### config.mk
export PLATFORM = sky130hd
export DESIGN_NAME = wp_status_logic
export DESIGN_NICKNAME = d
export VERILOG_FILES = /design/src/wp_status_pkg.sv /design/src/sticky_flag.sv /design/src/protect_range.sv /design/src/wp_status_logic.sv
export SDC_FILE = /design/constraint.sdc
export NUM_CORES = 1
export LEC_CHECK = 0
export BUFFER_PORTS_ARGS = -buffer_cell sky130_fd_sc_hd__buf_2
export CORE_MARGIN = 2
export CORE_UTILIZATION = 40
export DETAILED_ROUTE_END_ITERATION = 8
export PLACE_DENSITY = 0.77
export SETUP_SLACK_MARGIN = 0.3
export SYNTH_ARGS = -nofsm -noshare
export SYNTH_HDL_FRONTEND = slang
export SYNTH_SLANG_ARGS = --single-unit
### constraint.sdc
create_clock -name MCLK -period 4.82 [get_ports MCLK]
set_input_delay 0.482 -clock MCLK [delete_from_list [all_inputs] [get_ports MCLK]]
set_output_delay 0.482 -clock MCLK [all_outputs]
set_load 0.005 [all_outputs]
### src/wp_status_pkg.sv
// shared constants for the write-protect and status logic
package wp_status_pkg;
    localparam int ADDR_W = 20;
    localparam int REG_ADDR_W = 24;
    localparam int PROT_BASE_SHIFT = 13;
    localparam int BP_W = 3;
    localparam logic [2:0] BP_NONE = 3'h0;
    localparam logic [2:0] BP_FULL = 3'h7;
    localparam int SR1_LOCK_BIT = 7;
    localparam int SR1_TB_BIT = 5;
    localparam int SR1_BP_HI = 4;
    localparam int SR1_BP_LO = 2;
    localparam int SR1_WEL_BIT = 1;
    localparam int SR1_BUSY_BIT = 0;
    localparam logic [7:0] SR1_WR_MASK = 8'hBC;
    localparam logic [7:0] SR1_RESET = 8'h00;
    localparam int SR2_SUSP_BIT = 4;
    localparam int SR2_ABORT_BIT = 3;
    localparam logic [7:0] SR2_ZERO = 8'h00;
    localparam logic [23:0] SR1_NV_ADDR = 24'h000000;
    localparam logic [23:0] SR1_V_ADDR = 24'h070000;
    localparam logic [23:0] SR2_NV_ADDR = 24'h000001;
    localparam logic [23:0] SR2_V_ADDR = 24'h070001;
    localparam logic [7:0] OP_WRITE_DISABLE = 8'h04;
    localparam logic [7:0] OP_STATUS_WRITE = 8'h01;
    localparam logic [7:0] OP_SPECIAL_SECTOR_WRITE = 8'h42;
    localparam logic [7:0] OP_ANY_REGISTER_WRITE = 8'h71;
    localparam logic [7:0] OP_SERIAL_NUMBER_WRITE = 8'hC2;
    localparam logic [ADDR_W:0] CRC_MIN_SPAN = 21'h000003;
endpackage : wp_status_pkg

### src/sticky_flag.sv
// one volatile flag: set wins over clear, reset wins over both
`timescale 1ns/1ps
`default_nettype none
module sticky_flag (
    input wire logic clk,
    input wire logic rst,
    input wire logic set,
    input wire logic clr,
    output logic q
);
    always_ff @(posedge clk) begin
        if (rst) begin
            q <= 1'b0;
        end else if (set) begin
            q <= 1'b1;
        end else if (clr) begin
            q <= 1'b0;
        end
    end
endmodule : sticky_flag
`default_nettype wire

### src/protect_range.sv
// decodes block-protect code and anchor into an address hit
`timescale 1ns/1ps
`default_nettype none
module protect_range #(
    parameter int AW = wp_status_pkg::ADDR_W
) (
    input wire logic [2:0] bp,
    input wire logic bottom,
    input wire logic [AW-1:0] addr,
    output logic hit
);
    import wp_status_pkg::*;
    if (AW < PROT_BASE_SHIFT + 7) begin : g_width_check
        $error("protect_range: address too narrow for the codes");
    end
    // each step doubles the range: code 1 is 2^(base+1) bytes
    logic [AW-1:0] low_mask;
    logic [AW-1:0] keep_mask;
    logic all_ones;
    logic all_zero;
    assign low_mask = (AW'(1) << (PROT_BASE_SHIFT + int'(bp))) - AW'(1);
    assign keep_mask = ~low_mask;
    assign all_ones = ((addr & keep_mask) == keep_mask);
    assign all_zero = ((addr & keep_mask) == '0);
    assign hit = (bp == BP_NONE) ? 1'b0 :
                 (bp == BP_FULL) ? 1'b1 :
                 bottom ? all_zero : all_ones;
endmodule : protect_range
`default_nettype wire

### src/wp_status_logic.sv
// write-protect gating, latch, busy and crc status flags
// Notes on behaviour
// - status one: anchor b5, code b4:2, latch b1, busy b0
// - anchor bit picks top or bottom range
// - top anchor: codes grow range ending at top
// - bottom anchor: codes grow range starting at zero
// - writes inside protected range always refused
// - no write of any kind without latch
// - only write enable command sets latch
// - listed opcodes clear latch at command end
// - memory writes leave latch set
// - latch reads zero after every reset
// - lock bit and low pin block registers
// - read-only and reserved bits never written
// - busy high only while crc runs
// - while busy only status reads, any register read, suspend, reset
// - busy is volatile, cleared by every reset
// - status two readable by command or address
// - status two reserved bits read zero
// - suspend during crc sets suspended flag
// - resume command clears suspended flag
// - span under one word aborts and flags
// - successful crc start clears aborted flag
// - resets clear suspended and aborted flags
// - lock bit zero gives no register protection
`timescale 1ns/1ps
`default_nettype none
module wp_status_logic #(
    parameter int AW = wp_status_pkg::ADDR_W,
    parameter logic [7:0] OP_WRITE_ENABLE = 8'h06,
    parameter logic [7:0] OP_STATUS1_READ = 8'h05,
    parameter logic [7:0] OP_STATUS2_READ = 8'h07,
    parameter logic [7:0] OP_ANY_REGISTER_READ = 8'h65,
    parameter logic [7:0] OP_CRC_SUSPEND = 8'hB0,
    parameter logic [7:0] OP_CRC_RESUME = 8'h30,
    parameter logic [7:0] OP_RESET_ARM = 8'h66,
    parameter logic [7:0] OP_RESET_GO = 8'h99
) (
    input wire logic MCLK,
    input wire logic SYS_RST,
    input wire logic HW_RST,
    input wire logic [7:0] NV_SR1,
    input wire logic WP_N,
    input wire logic CMD_START,
    input wire logic [7:0] CMD_OPCODE,
    input wire logic CMD_END,
    output logic CMD_ACCEPT,
    input wire logic MEM_WR_REQ,
    input wire logic [AW-1:0] MEM_WR_ADDR,
    output logic MEM_WR_OK,
    input wire logic REG_WR_REQ,
    input wire logic [wp_status_pkg::REG_ADDR_W-1:0] REG_WR_ADDR,
    input wire logic [7:0] REG_WR_DATA,
    output logic REG_WR_OK,
    input wire logic RD_REQ,
    input wire logic [wp_status_pkg::REG_ADDR_W-1:0] RD_ADDR,
    output logic [7:0] RD_DATA,
    output logic RD_HIT,
    input wire logic CRC_REQ,
    input wire logic [AW-1:0] CRC_START_ADDR,
    input wire logic [AW-1:0] CRC_END_ADDR,
    input wire logic CRC_DONE,
    output logic CRC_RUN,
    output logic SOFT_RESET,
    output logic [7:0] STATUS_ONE,
    output logic [7:0] STATUS_TWO
);
    import wp_status_pkg::*;

    // range decode assumes the full array map
    if (AW != ADDR_W) begin : g_width_check
        $error("wp_status_logic: array address width must match the map");
    end

    // command tracking
    logic [7:0] cur_op;
    logic cur_ok;
    logic in_cmd;
    logic end_ok;
    logic [7:0] sr1_cfg;
    logic write_enable_latch;
    logic busy_flag;
    logic crc_suspended_flag;
    logic crc_aborted_flag;
    logic reset_armed;
    logic soft_rst;
    logic reset_any;

    assign end_ok = CMD_END & in_cmd & cur_ok;

    // decode of the opcode being taken now
    logic status1_read_cmd;
    logic status2_read_cmd;
    logic any_register_read_cmd;
    logic opc_crc_suspend;
    logic opc_reset_arm;
    logic opc_reset_go;
    assign status1_read_cmd = (CMD_OPCODE == OP_STATUS1_READ);
    assign status2_read_cmd = (CMD_OPCODE == OP_STATUS2_READ);
    assign any_register_read_cmd = (CMD_OPCODE == OP_ANY_REGISTER_READ);
    assign opc_crc_suspend = (CMD_OPCODE == OP_CRC_SUSPEND);
    assign opc_reset_arm = (CMD_OPCODE == OP_RESET_ARM);
    assign opc_reset_go = (CMD_OPCODE == OP_RESET_GO);

    logic op_busy_safe;
    assign op_busy_safe = status1_read_cmd |
                          status2_read_cmd |
                          any_register_read_cmd |
                          opc_crc_suspend |
                          opc_reset_arm |
                          opc_reset_go;
    assign CMD_ACCEPT = ~busy_flag | op_busy_safe;

    always_ff @(posedge MCLK) begin
        if (SYS_RST | HW_RST | soft_rst) begin
            cur_op <= 8'h00;
            cur_ok <= 1'b0;
            in_cmd <= 1'b0;
        end else if (CMD_START) begin
            cur_op <= CMD_OPCODE;
            cur_ok <= CMD_ACCEPT;
            in_cmd <= 1'b1;
        end else if (CMD_END) begin
            in_cmd <= 1'b0;
        end
    end

    // decode of the held opcode, acted on at command end
    logic write_enable_cmd;
    logic write_disable_cmd;
    logic status_write_cmd;
    logic special_sector_write_cmd;
    logic any_register_write_cmd;
    logic serial_number_write_cmd;
    logic crc_suspend_cmd;
    logic crc_resume_cmd;
    logic reset_arm_cmd;
    logic reset_go_cmd;
    assign write_enable_cmd = (cur_op == OP_WRITE_ENABLE);
    assign write_disable_cmd = (cur_op == OP_WRITE_DISABLE);
    assign status_write_cmd = (cur_op == OP_STATUS_WRITE);
    assign special_sector_write_cmd = (cur_op == OP_SPECIAL_SECTOR_WRITE);
    assign any_register_write_cmd = (cur_op == OP_ANY_REGISTER_WRITE);
    assign serial_number_write_cmd = (cur_op == OP_SERIAL_NUMBER_WRITE);
    assign crc_suspend_cmd = (cur_op == OP_CRC_SUSPEND);
    assign crc_resume_cmd = (cur_op == OP_CRC_RESUME);
    assign reset_arm_cmd = (cur_op == OP_RESET_ARM);
    assign reset_go_cmd = (cur_op == OP_RESET_GO);

    // software reset is a two-command sequence
    logic arm_set;
    logic arm_clr;
    assign arm_set = end_ok & reset_arm_cmd;
    assign arm_clr = end_ok & ~reset_arm_cmd;
    assign soft_rst = end_ok & reset_go_cmd & reset_armed;
    // every reset kind clears the volatile flags
    assign reset_any = SYS_RST | HW_RST | soft_rst;

    sticky_flag u_arm (
        .clk(MCLK),
        .rst(reset_any),
        .set(arm_set),
        .clr(arm_clr),
        .q(reset_armed)
    );

    always_ff @(posedge MCLK) begin
        if (SYS_RST) begin
            SOFT_RESET <= 1'b0;
        end else begin
            SOFT_RESET <= soft_rst;
        end
    end

    // only write enable sets the latch
    logic wel_set;
    logic wel_clr;
    assign wel_set = end_ok & write_enable_cmd;
    // listed opcodes only; memory writes absent
    assign wel_clr = end_ok & (write_disable_cmd |
                               status_write_cmd |
                               special_sector_write_cmd |
                               any_register_write_cmd |
                               serial_number_write_cmd);

    sticky_flag u_wel (
        .clk(MCLK),
        .rst(reset_any),
        .set(wel_set),
        .clr(wel_clr),
        .q(write_enable_latch)
    );

    // protection configuration fields
    logic register_lock_bit;
    logic top_bottom_select;
    logic [2:0] block_protect;
    logic block_protect_hi;
    logic block_protect_mid;
    logic block_protect_lo;
    assign register_lock_bit = sr1_cfg[SR1_LOCK_BIT];
    assign top_bottom_select = sr1_cfg[SR1_TB_BIT];
    assign block_protect = sr1_cfg[SR1_BP_HI:SR1_BP_LO];
    assign block_protect_hi = block_protect[2];
    assign block_protect_mid = block_protect[1];
    assign block_protect_lo = block_protect[0];

    logic prot_hit;
    protect_range #(
        .AW(AW)
    ) u_range (
        .bp({block_protect_hi, block_protect_mid, block_protect_lo}),
        .bottom(top_bottom_select),
        .addr(MEM_WR_ADDR),
        .hit(prot_hit)
    );

    // array write gate; ignored while busy
    assign MEM_WR_OK = MEM_WR_REQ & write_enable_latch & ~prot_hit & ~busy_flag;

    // register write gate
    logic sr1_target;
    logic sr2_target;
    logic reg_locked;
    assign sr1_target = (REG_WR_ADDR == SR1_NV_ADDR) | (REG_WR_ADDR == SR1_V_ADDR);
    assign sr2_target = (REG_WR_ADDR == SR2_NV_ADDR) | (REG_WR_ADDR == SR2_V_ADDR);
    // lock needs both bit and low pin
    assign reg_locked = register_lock_bit & ~WP_N;
    assign REG_WR_OK = REG_WR_REQ & write_enable_latch & ~reg_locked &
                       ~busy_flag & ~sr2_target;

    logic [7:0] sr1_wr_value;
    assign sr1_wr_value = REG_WR_DATA & SR1_WR_MASK;

    // hardware reset reloads the non-volatile copy, system reset zeroes it; soft reset keeps it
    always_ff @(posedge MCLK) begin
        if (SYS_RST) begin
            sr1_cfg <= SR1_RESET;
        end else if (HW_RST) begin
            sr1_cfg <= NV_SR1 & SR1_WR_MASK;
        end else if (REG_WR_OK & sr1_target) begin
            sr1_cfg <= sr1_wr_value;
        end
    end

    // crc start check, span computed one bit wider
    logic [AW:0] span_limit;
    logic crc_try;
    logic crc_bad;
    logic crc_good;
    assign span_limit = {1'b0, CRC_START_ADDR} + CRC_MIN_SPAN;
    assign crc_try = CRC_REQ & ~busy_flag & ~crc_suspended_flag;
    // end below start plus three aborts
    assign crc_bad = crc_try & ({1'b0, CRC_END_ADDR} < span_limit);
    assign crc_good = crc_try & ~crc_bad;

    // suspend and resume
    logic susp_go;
    logic resume_go;
    assign susp_go = end_ok & crc_suspend_cmd & busy_flag;
    assign resume_go = end_ok & crc_resume_cmd & crc_suspended_flag;

    sticky_flag u_susp (
        .clk(MCLK),
        .rst(reset_any),
        .set(susp_go),
        .clr(resume_go),
        .q(crc_suspended_flag)
    );

    sticky_flag u_abort (
        .clk(MCLK),
        .rst(reset_any),
        .set(crc_bad),
        .clr(crc_good),
        .q(crc_aborted_flag)
    );

    // busy only while the engine runs
    always_ff @(posedge MCLK) begin
        if (reset_any) begin
            busy_flag <= 1'b0;
        end else if (crc_good | resume_go) begin
            busy_flag <= 1'b1;
        end else if (CRC_DONE | susp_go) begin
            busy_flag <= 1'b0;
        end
    end
    assign CRC_RUN = busy_flag;

    logic [7:0] status_reg_one;
    assign status_reg_one = {register_lock_bit, 1'b0, top_bottom_select,
                             block_protect_hi, block_protect_mid, block_protect_lo,
                             write_enable_latch, busy_flag};
    // reserved bits of status two stay zero
    logic [7:0] status_reg_two;
    always_comb begin
        status_reg_two = SR2_ZERO;
        status_reg_two[SR2_SUSP_BIT] = crc_suspended_flag;
        status_reg_two[SR2_ABORT_BIT] = crc_aborted_flag;
    end
    assign STATUS_ONE = status_reg_one;
    assign STATUS_TWO = status_reg_two;

    // read selection; config registers live outside
    logic rd_sr1;
    logic rd_sr2;
    logic cmd_sr1;
    logic cmd_sr2;
    logic [7:0] next_rd_data;
    logic next_rd_hit;
    assign cmd_sr1 = CMD_START & CMD_ACCEPT & status1_read_cmd;
    assign cmd_sr2 = CMD_START & CMD_ACCEPT & status2_read_cmd;
    assign rd_sr1 = RD_REQ & ((RD_ADDR == SR1_NV_ADDR) | (RD_ADDR == SR1_V_ADDR));
    assign rd_sr2 = RD_REQ & ((RD_ADDR == SR2_NV_ADDR) | (RD_ADDR == SR2_V_ADDR));
    assign next_rd_hit = cmd_sr1 | cmd_sr2 | rd_sr1 | rd_sr2;
    assign next_rd_data = (cmd_sr1 | rd_sr1) ? status_reg_one :
                          (cmd_sr2 | rd_sr2) ? status_reg_two : RD_DATA;

    // data held until the next hit, so a slow shifter can take it
    always_ff @(posedge MCLK) begin
        if (SYS_RST) begin
            RD_DATA <= 8'h00;
            RD_HIT <= 1'b0;
        end else begin
            RD_DATA <= next_rd_data;
            RD_HIT <= next_rd_hit;
        end
    end
endmodule : wp_status_logic
`default_nettype wire

Word-level counts from Yosys, hierarchy flattened. Index checks and enable logic that the tools add are counted.

$lt $le $gt $ge: 1. Mux-type cells: 19. Add/subtract/negate cells: 3. Reductions and logical operators: 12. Eq/ne operators: 24. Shift operators: 1. Bitwise gates (word level): 63.

Operator list (count): $eq 24x19->1 const B (4); $eq 24x1->1 const B (2); $logic_not 24->1 (2); $eq 8x7->1 const B (5); $eq 8x8->1 const B (5); $eq 8x3->1 const B (4); $mux 8 (4); $shl 1x32->20 const A (1); $and 1x1->1 (30); $or 1x1->1 (23); $add 20x2->21 const B (1); $lt 20x21->1 (1); $and 20x20->20 (1); $eq 20x20->1 (1); $logic_not 20->1 (1); $not 20->20 (1); $sub 20x2->20 const B (1); $reduce_bool 2->1 (8); $mux 1 (15); $eq 8x1->1 const B (1); $eq 8x6->1 const B (1); $not 1->1 (8); $add 4x3->5 const A (1); $eq 3x3->1 const B (1); $logic_not 3->1 (1).

Input bits: 143. Register bits after elaboration: 29.

Logic depth before layout (Yosys ltp).
Word-level depth: 12. Depth in mapped cells: 18. Depth with buffers taken out: 14.

By module. From an unflattened synthesis, not the netlist that was laid out.

Cells, all modules: 432. Area, all modules: 3273.1 µm².

Modules (own cells, without submodules): wp_status_logic (cells each 279, seq. area each 500.5 µm², times used 1, area each 2280.9 µm²); protect_range (cells each 137, seq. area each 0.0 µm², times used 1, area each 837.1 µm²); sticky_flag (cells each 4, seq. area each 20.0 µm², times used 4, area each 38.8 µm²).

Worst setup path before layout. No wires, ideal clock.

Path type: flip-flop to output port. Start point: register sr1_cfg[2]. End point: output MEM_WR_OK. Data arrival time: 3.462 ns. Path slack: 0.876 ns. Data required time: 4.338 ns. Stages on the path, launching flop included: 17. Path through: dfxtp_1 buf_4 nand2_1 inv_1 buf_2 ha_1 buf_2 buf_2 nand3_1 ha_1 or3_1 and3_1 a2111o_1 a2111oi_4 o311a_1 a2111o_1 nand2_1.

Cells in the longest elaborated chain, start to end: 12. Elaborated cells between the ends (all ways): 15. Those cells by class: add/sub: 2; eq/ne: 2; shift: 1; mux: 3; bitwise: 5; reduce/logical: 2.

RTL lines: from (decl) (line wp_status_logic.sv:80) `logic [7:0] sr1_cfg;`; from (signal assigned) (line wp_status_logic.sv:240) `sr1_cfg <= NV_SR1 & SR1_WR_MASK;`; from (signal assigned) (line wp_status_logic.sv:242) `sr1_cfg <= sr1_wr_value;`; $add 4x3->5 (line protect_range.sv:21) `assign low_mask = (AW'(1) << (PROT_BASE_SHIFT + int'(bp))) - AW'(1);`; $shl 1x32->20 (line protect_range.sv:21); $sub 20x2->20 (line protect_range.sv:21); $not 20->20 (line protect_range.sv:22) `assign keep_mask = ~low_mask;`; $and 20x20->20 (line protect_range.sv:23, protect_range.sv:24); $eq 20x20->1 or $logic_not 20->1 (tied branches) (line protect_range.sv:23, protect_range.sv:24); $mux 1 (line protect_range.sv:27) `bottom ? all_zero : all_ones;`; $mux 1 (line protect_range.sv:26) `(bp == BP_FULL) ? 1'b1 :`; $mux 1 * (line protect_range.sv:25) `assign hit = (bp == BP_NONE) ? 1'b0 :`; $not 1->1 * (line wp_status_logic.sv:219) `assign MEM_WR_OK = MEM_WR_REQ & write_enable_latch & ~prot_hit & ~busy_flag;`; $and 1x1->1 * (2 in a row) (line wp_status_logic.sv:219); to (decl) (line wp_status_logic.sv:50) `output logic MEM_WR_OK,`.

Mark *: on every way between the ends. The rest lies on a longest branch, timed or not.

Worst setup path after layout. Ends and elaborated chain as after synthesis.

==> flow_summary_export.csv <==
group,metric,value,unit
final_layout,drive_gt1_frac,0.313,
placed_design,dp.cells,670,
logic_synthesis,syn-cell-area,3190,µm²
power_and_ir_drop,p_leak,1.89,nW
clocking,cts_root_buf,"clkbuf_8",
final_layout,post_layout_nonfiller_instances,678,
worst_setup_path,crit_fanout,14,
sta,finalSetupViolCount,0,
logic_synthesis,yosys_warnings,0,
final_layout,nNetsFinal,741,
worst_setup_path,slowest_delay,0.45,ns
logic_synthesis,synth-compound-area-share,0.258,
sta,fin_crit_sh,0.879,
clocking,cts_tree,"yes",
route,drt_pass1_iterations,4,
clocking,cts_buffer_depth,2,
logic_synthesis,synth.mux.area_fraction,0.0443,
status,outcome,"finished clean",
worst_setup_path,cp.arrival,3.75,ns
logic_synthesis,synth-edff-count,0,
final_layout,area_delta_synth_final,28.1,%
clocking,clock-sinks,29,
die,die_y,93.3,µm
sta,fmax,0.236,GHz
sta,rsz0062_at_grt,"false",
sta,hold_viol,0,
route,drtIter0Drc,119,
grt,track_usage,0.230,
worst_setup_path,required,4.34,ns
route,drc_errors,0,
power_and_ir_drop,power_density,181,nW/µm²
route,wire_per_inst,14.9,µm
placed_design,dpl.hpwl,8230,µm
logic_synthesis,synthAdderAreaFrac,0.0902,
sta,layout_min_cycle_time,4.24,ns
logic_synthesis,synth_xor_area_frac,0.0494,
placed_design,gp_congestion,0.908,
logic_synthesis,seq_area_frac_synth,0.182,
sta,whs,0.471,ns
logic_synthesis,synth_top_area_cell,"dfxtp_1",
worst_setup_path,worstSetupPathType,"register to output pin",
clocking,htreeDepth,2,
logic_synthesis,synth-simple-area-share,0.296,
logic_synthesis,async_reset_ff_frac,0,
logic_synthesis,synth_cells,430,
power_and_ir_drop,ir_worst_vdd,0.152,mV
die,rows,32,
run,drv_cap,0,
grt,grt_start_max_net_pins,24,
final_layout,utilization,0.529,
sta,setup_tns,0,ns
route,vias_per_cell,5.59,
sta,relSlewSlack,0.510,
logic_synthesis,synth_ff_type,"dfxtp_1",
logic_synthesis,synthTopCellsByCount,"nor2_1 (45), nand2_1 (31), dfxtp_1 (29)",
worst_setup_path,path_cells,"nand2_1 > inv_1 > ha_1 > nand3_1 > ha_1 > or3_1 > and3_1 > a2111o_1 > a2111oi_4 > nand2_1 > a31oi_1 > nand2_1 > buf_2",
die,dieArea,8700,µm²
route,drt_wl_total,10100,µm
clocking,clkTransAtPathRegs,0.06,ns
clocking,cts_buffers,5,
logic_synthesis,syn_avg_cell_area,7.42,µm²
route,vias,3793,
sta,slew_violations,0,
logic_synthesis,ys_ff_latch,29,
hold_path,min_path_type,"register to register",
die,start_util,0.413,
worst_setup_path,critPathLaunchType,"register",
placed_design,port_buffers,158,
die,ioPinCount,173,
logic_synthesis,yosysTopAreaCellShare,0.182,
grt,grt_first_pass_wirelength,16600,µm
logic_synthesis,synthTopCellsByArea,"dfxtp_1 (18%), ha_1 (9.0%), nor2_1 (5.3%), mux2i_1 (4.1%), a21oi_1 (3.8%)",
grt,grt_antenna_before_repair,0,
logic_synthesis,ys_types,61,
grt,grt_overflow,0,
grt,grt_pass1_vias,3613,
route,ant_nets,0,
placed_design,pre_cts_slack,0.773,ns
clocking,clock_latency,0.27,ns
sta,skew,0.00730,ns
worst_setup_path,crit_top_cell,"nand2_1",
clocking,cts_setup_buffers,0,
logic_synthesis,synth.most_common_cell,"nor2_1",
final_layout,antenna_cells,0,
sta,worstMarginPinSlew,0.735,ns
worst_setup_path,end_kind,"output pin",
die,core_area,7730,µm²
die,die_w,93.3,µm
logic_synthesis,synth_top_family_by_area,"simple AND/OR/NAND/NOR gates",
worst_setup_path,crit_path_top_delay_cell,"or3_1",
sta,setup_ws,0.583,ns
worst_setup_path,reg2reg_setup_slack,2.58,ns
[path summary, 6_finish.rpt]
path                           start              endpoint  depth (start not counted)
min reg2reg     u_arm.q$_SDFFE_PP0P_  u_arm.q$_SDFFE_PP0P_                          2
min             u_arm.q$_SDFFE_PP0P_  u_arm.q$_SDFFE_PP0P_                          2
max          sr1_cfg[2]$_SDFFE_PP0P_             MEM_WR_OK                         13
max reg2reg   cur_op[1]$_SDFFE_PP0P_  CRC_RUN$_SDFFE_PP0P_                          4
[final cells by class]
type                    count  area (µm²)
clock buffers               7        96.3
clock inverters             1        5.00
fillers                   744        3640
inverters                  19        71.3
multi-input cells         358        2380
flip-flops and latches     29         581
well taps                 102         128
repair buffers            162         821
[layer usage]
| layer | global-route usage | share of wire |
|---|---|---|
| met5 | 0 | 0 |
| met4 | 0.0576 | 0.014 |
| met3 | 0.0355 | 0.068 |
| met2 | 0.409 | 0.50 |
| met1 | 0.289 | 0.42 |
[where the power goes]
part,leakage (nW),total [W],internal (W),switching (W)
sequential,0.236,0.000254,0.000246,0.00000748
clock,0.0542,0.000215,0.000129,0.0000864
combinational,1.60,0.000272,0.000126,0.000146
total,1.89,0.000741,0.000501,0.000240
[sequential cells by signal, indices dropped and copies added (netlist names)]
signal	count
cur_op	8
RD_DATA	7
sr1_cfg	5
CRC_RUN	1
RD_HIT	1
SOFT_RESET	1
cur_ok	1
in_cmd	1
u_abort.q	1
u_arm.q	1
u_susp.q	1
u_wel.q	1
[through the flow]
| stage | cell area [µm²] | power [W] |
|---|---|---|
| floorplan | 3220 | 0.000425 |
| global placement | 3980 | 0.000519 |
| detailed placement | 3980 | 0.000527 |
| CTS | 4080 | 0.000743 |
| global route | 4090 | 0.000791 |
| finish | 4090 | 0.000741 |
[layout by cell type, fill, tap and decap left out, types with 4 or more instances in the layout]
cell type / n
ha_1: 22
a31oi_1: 4
nor2_1: 45
xnor2_1: 7
o22ai_1: 4
nand3_1: 17
dfxtp_1: 29
a22o_1: 5
nor4_1: 13
xor2_1: 11
nor3_1: 12
a21oi_1: 24
buf_2: 158
o21ai_0: 17
clkbuf_8: 7
buf_4: 4
inv_1: 19
or3_1: 5
o211ai_1: 6
a211oi_1: 8
mux2i_1: 13
nor3b_1: 5
nor2b_1: 10
o21a_1: 7
and3_1: 9
nand2_1: 31
conb_1: 8
nand2b_1: 11
nand4_1: 5
[critical path: cells and delay by family (launching register included)]
kind / cells / cell delay, ns
and+or+nand+nor: 6 / 1.11
adders and majority gates: 2 / 0.76
DFF: 1 / 0.31
buffers and inverters: 2 / 0.37
AOI/OAI and AO/OA: 3 / 0.94
[what timing repair did]
item	in CTS	in global routing
endpoints found under the setup margin	0	1
resized for setup	0	1
hold buffers	0	0
[kinds of logic after synthesis]
| logic type | after synthesis |
|---|---|
| AOI/OAI and AO/OA | 115 |
| muxes | 14 |
| xor gates and xnor gates | 18 |
| DFF | 29 |
| and+or+nand+nor | 180 |
| buffers and inverters | 50 |
| other | 1 |
| adders and majority gates | 23 |
(Power assumes the default switching activity.)
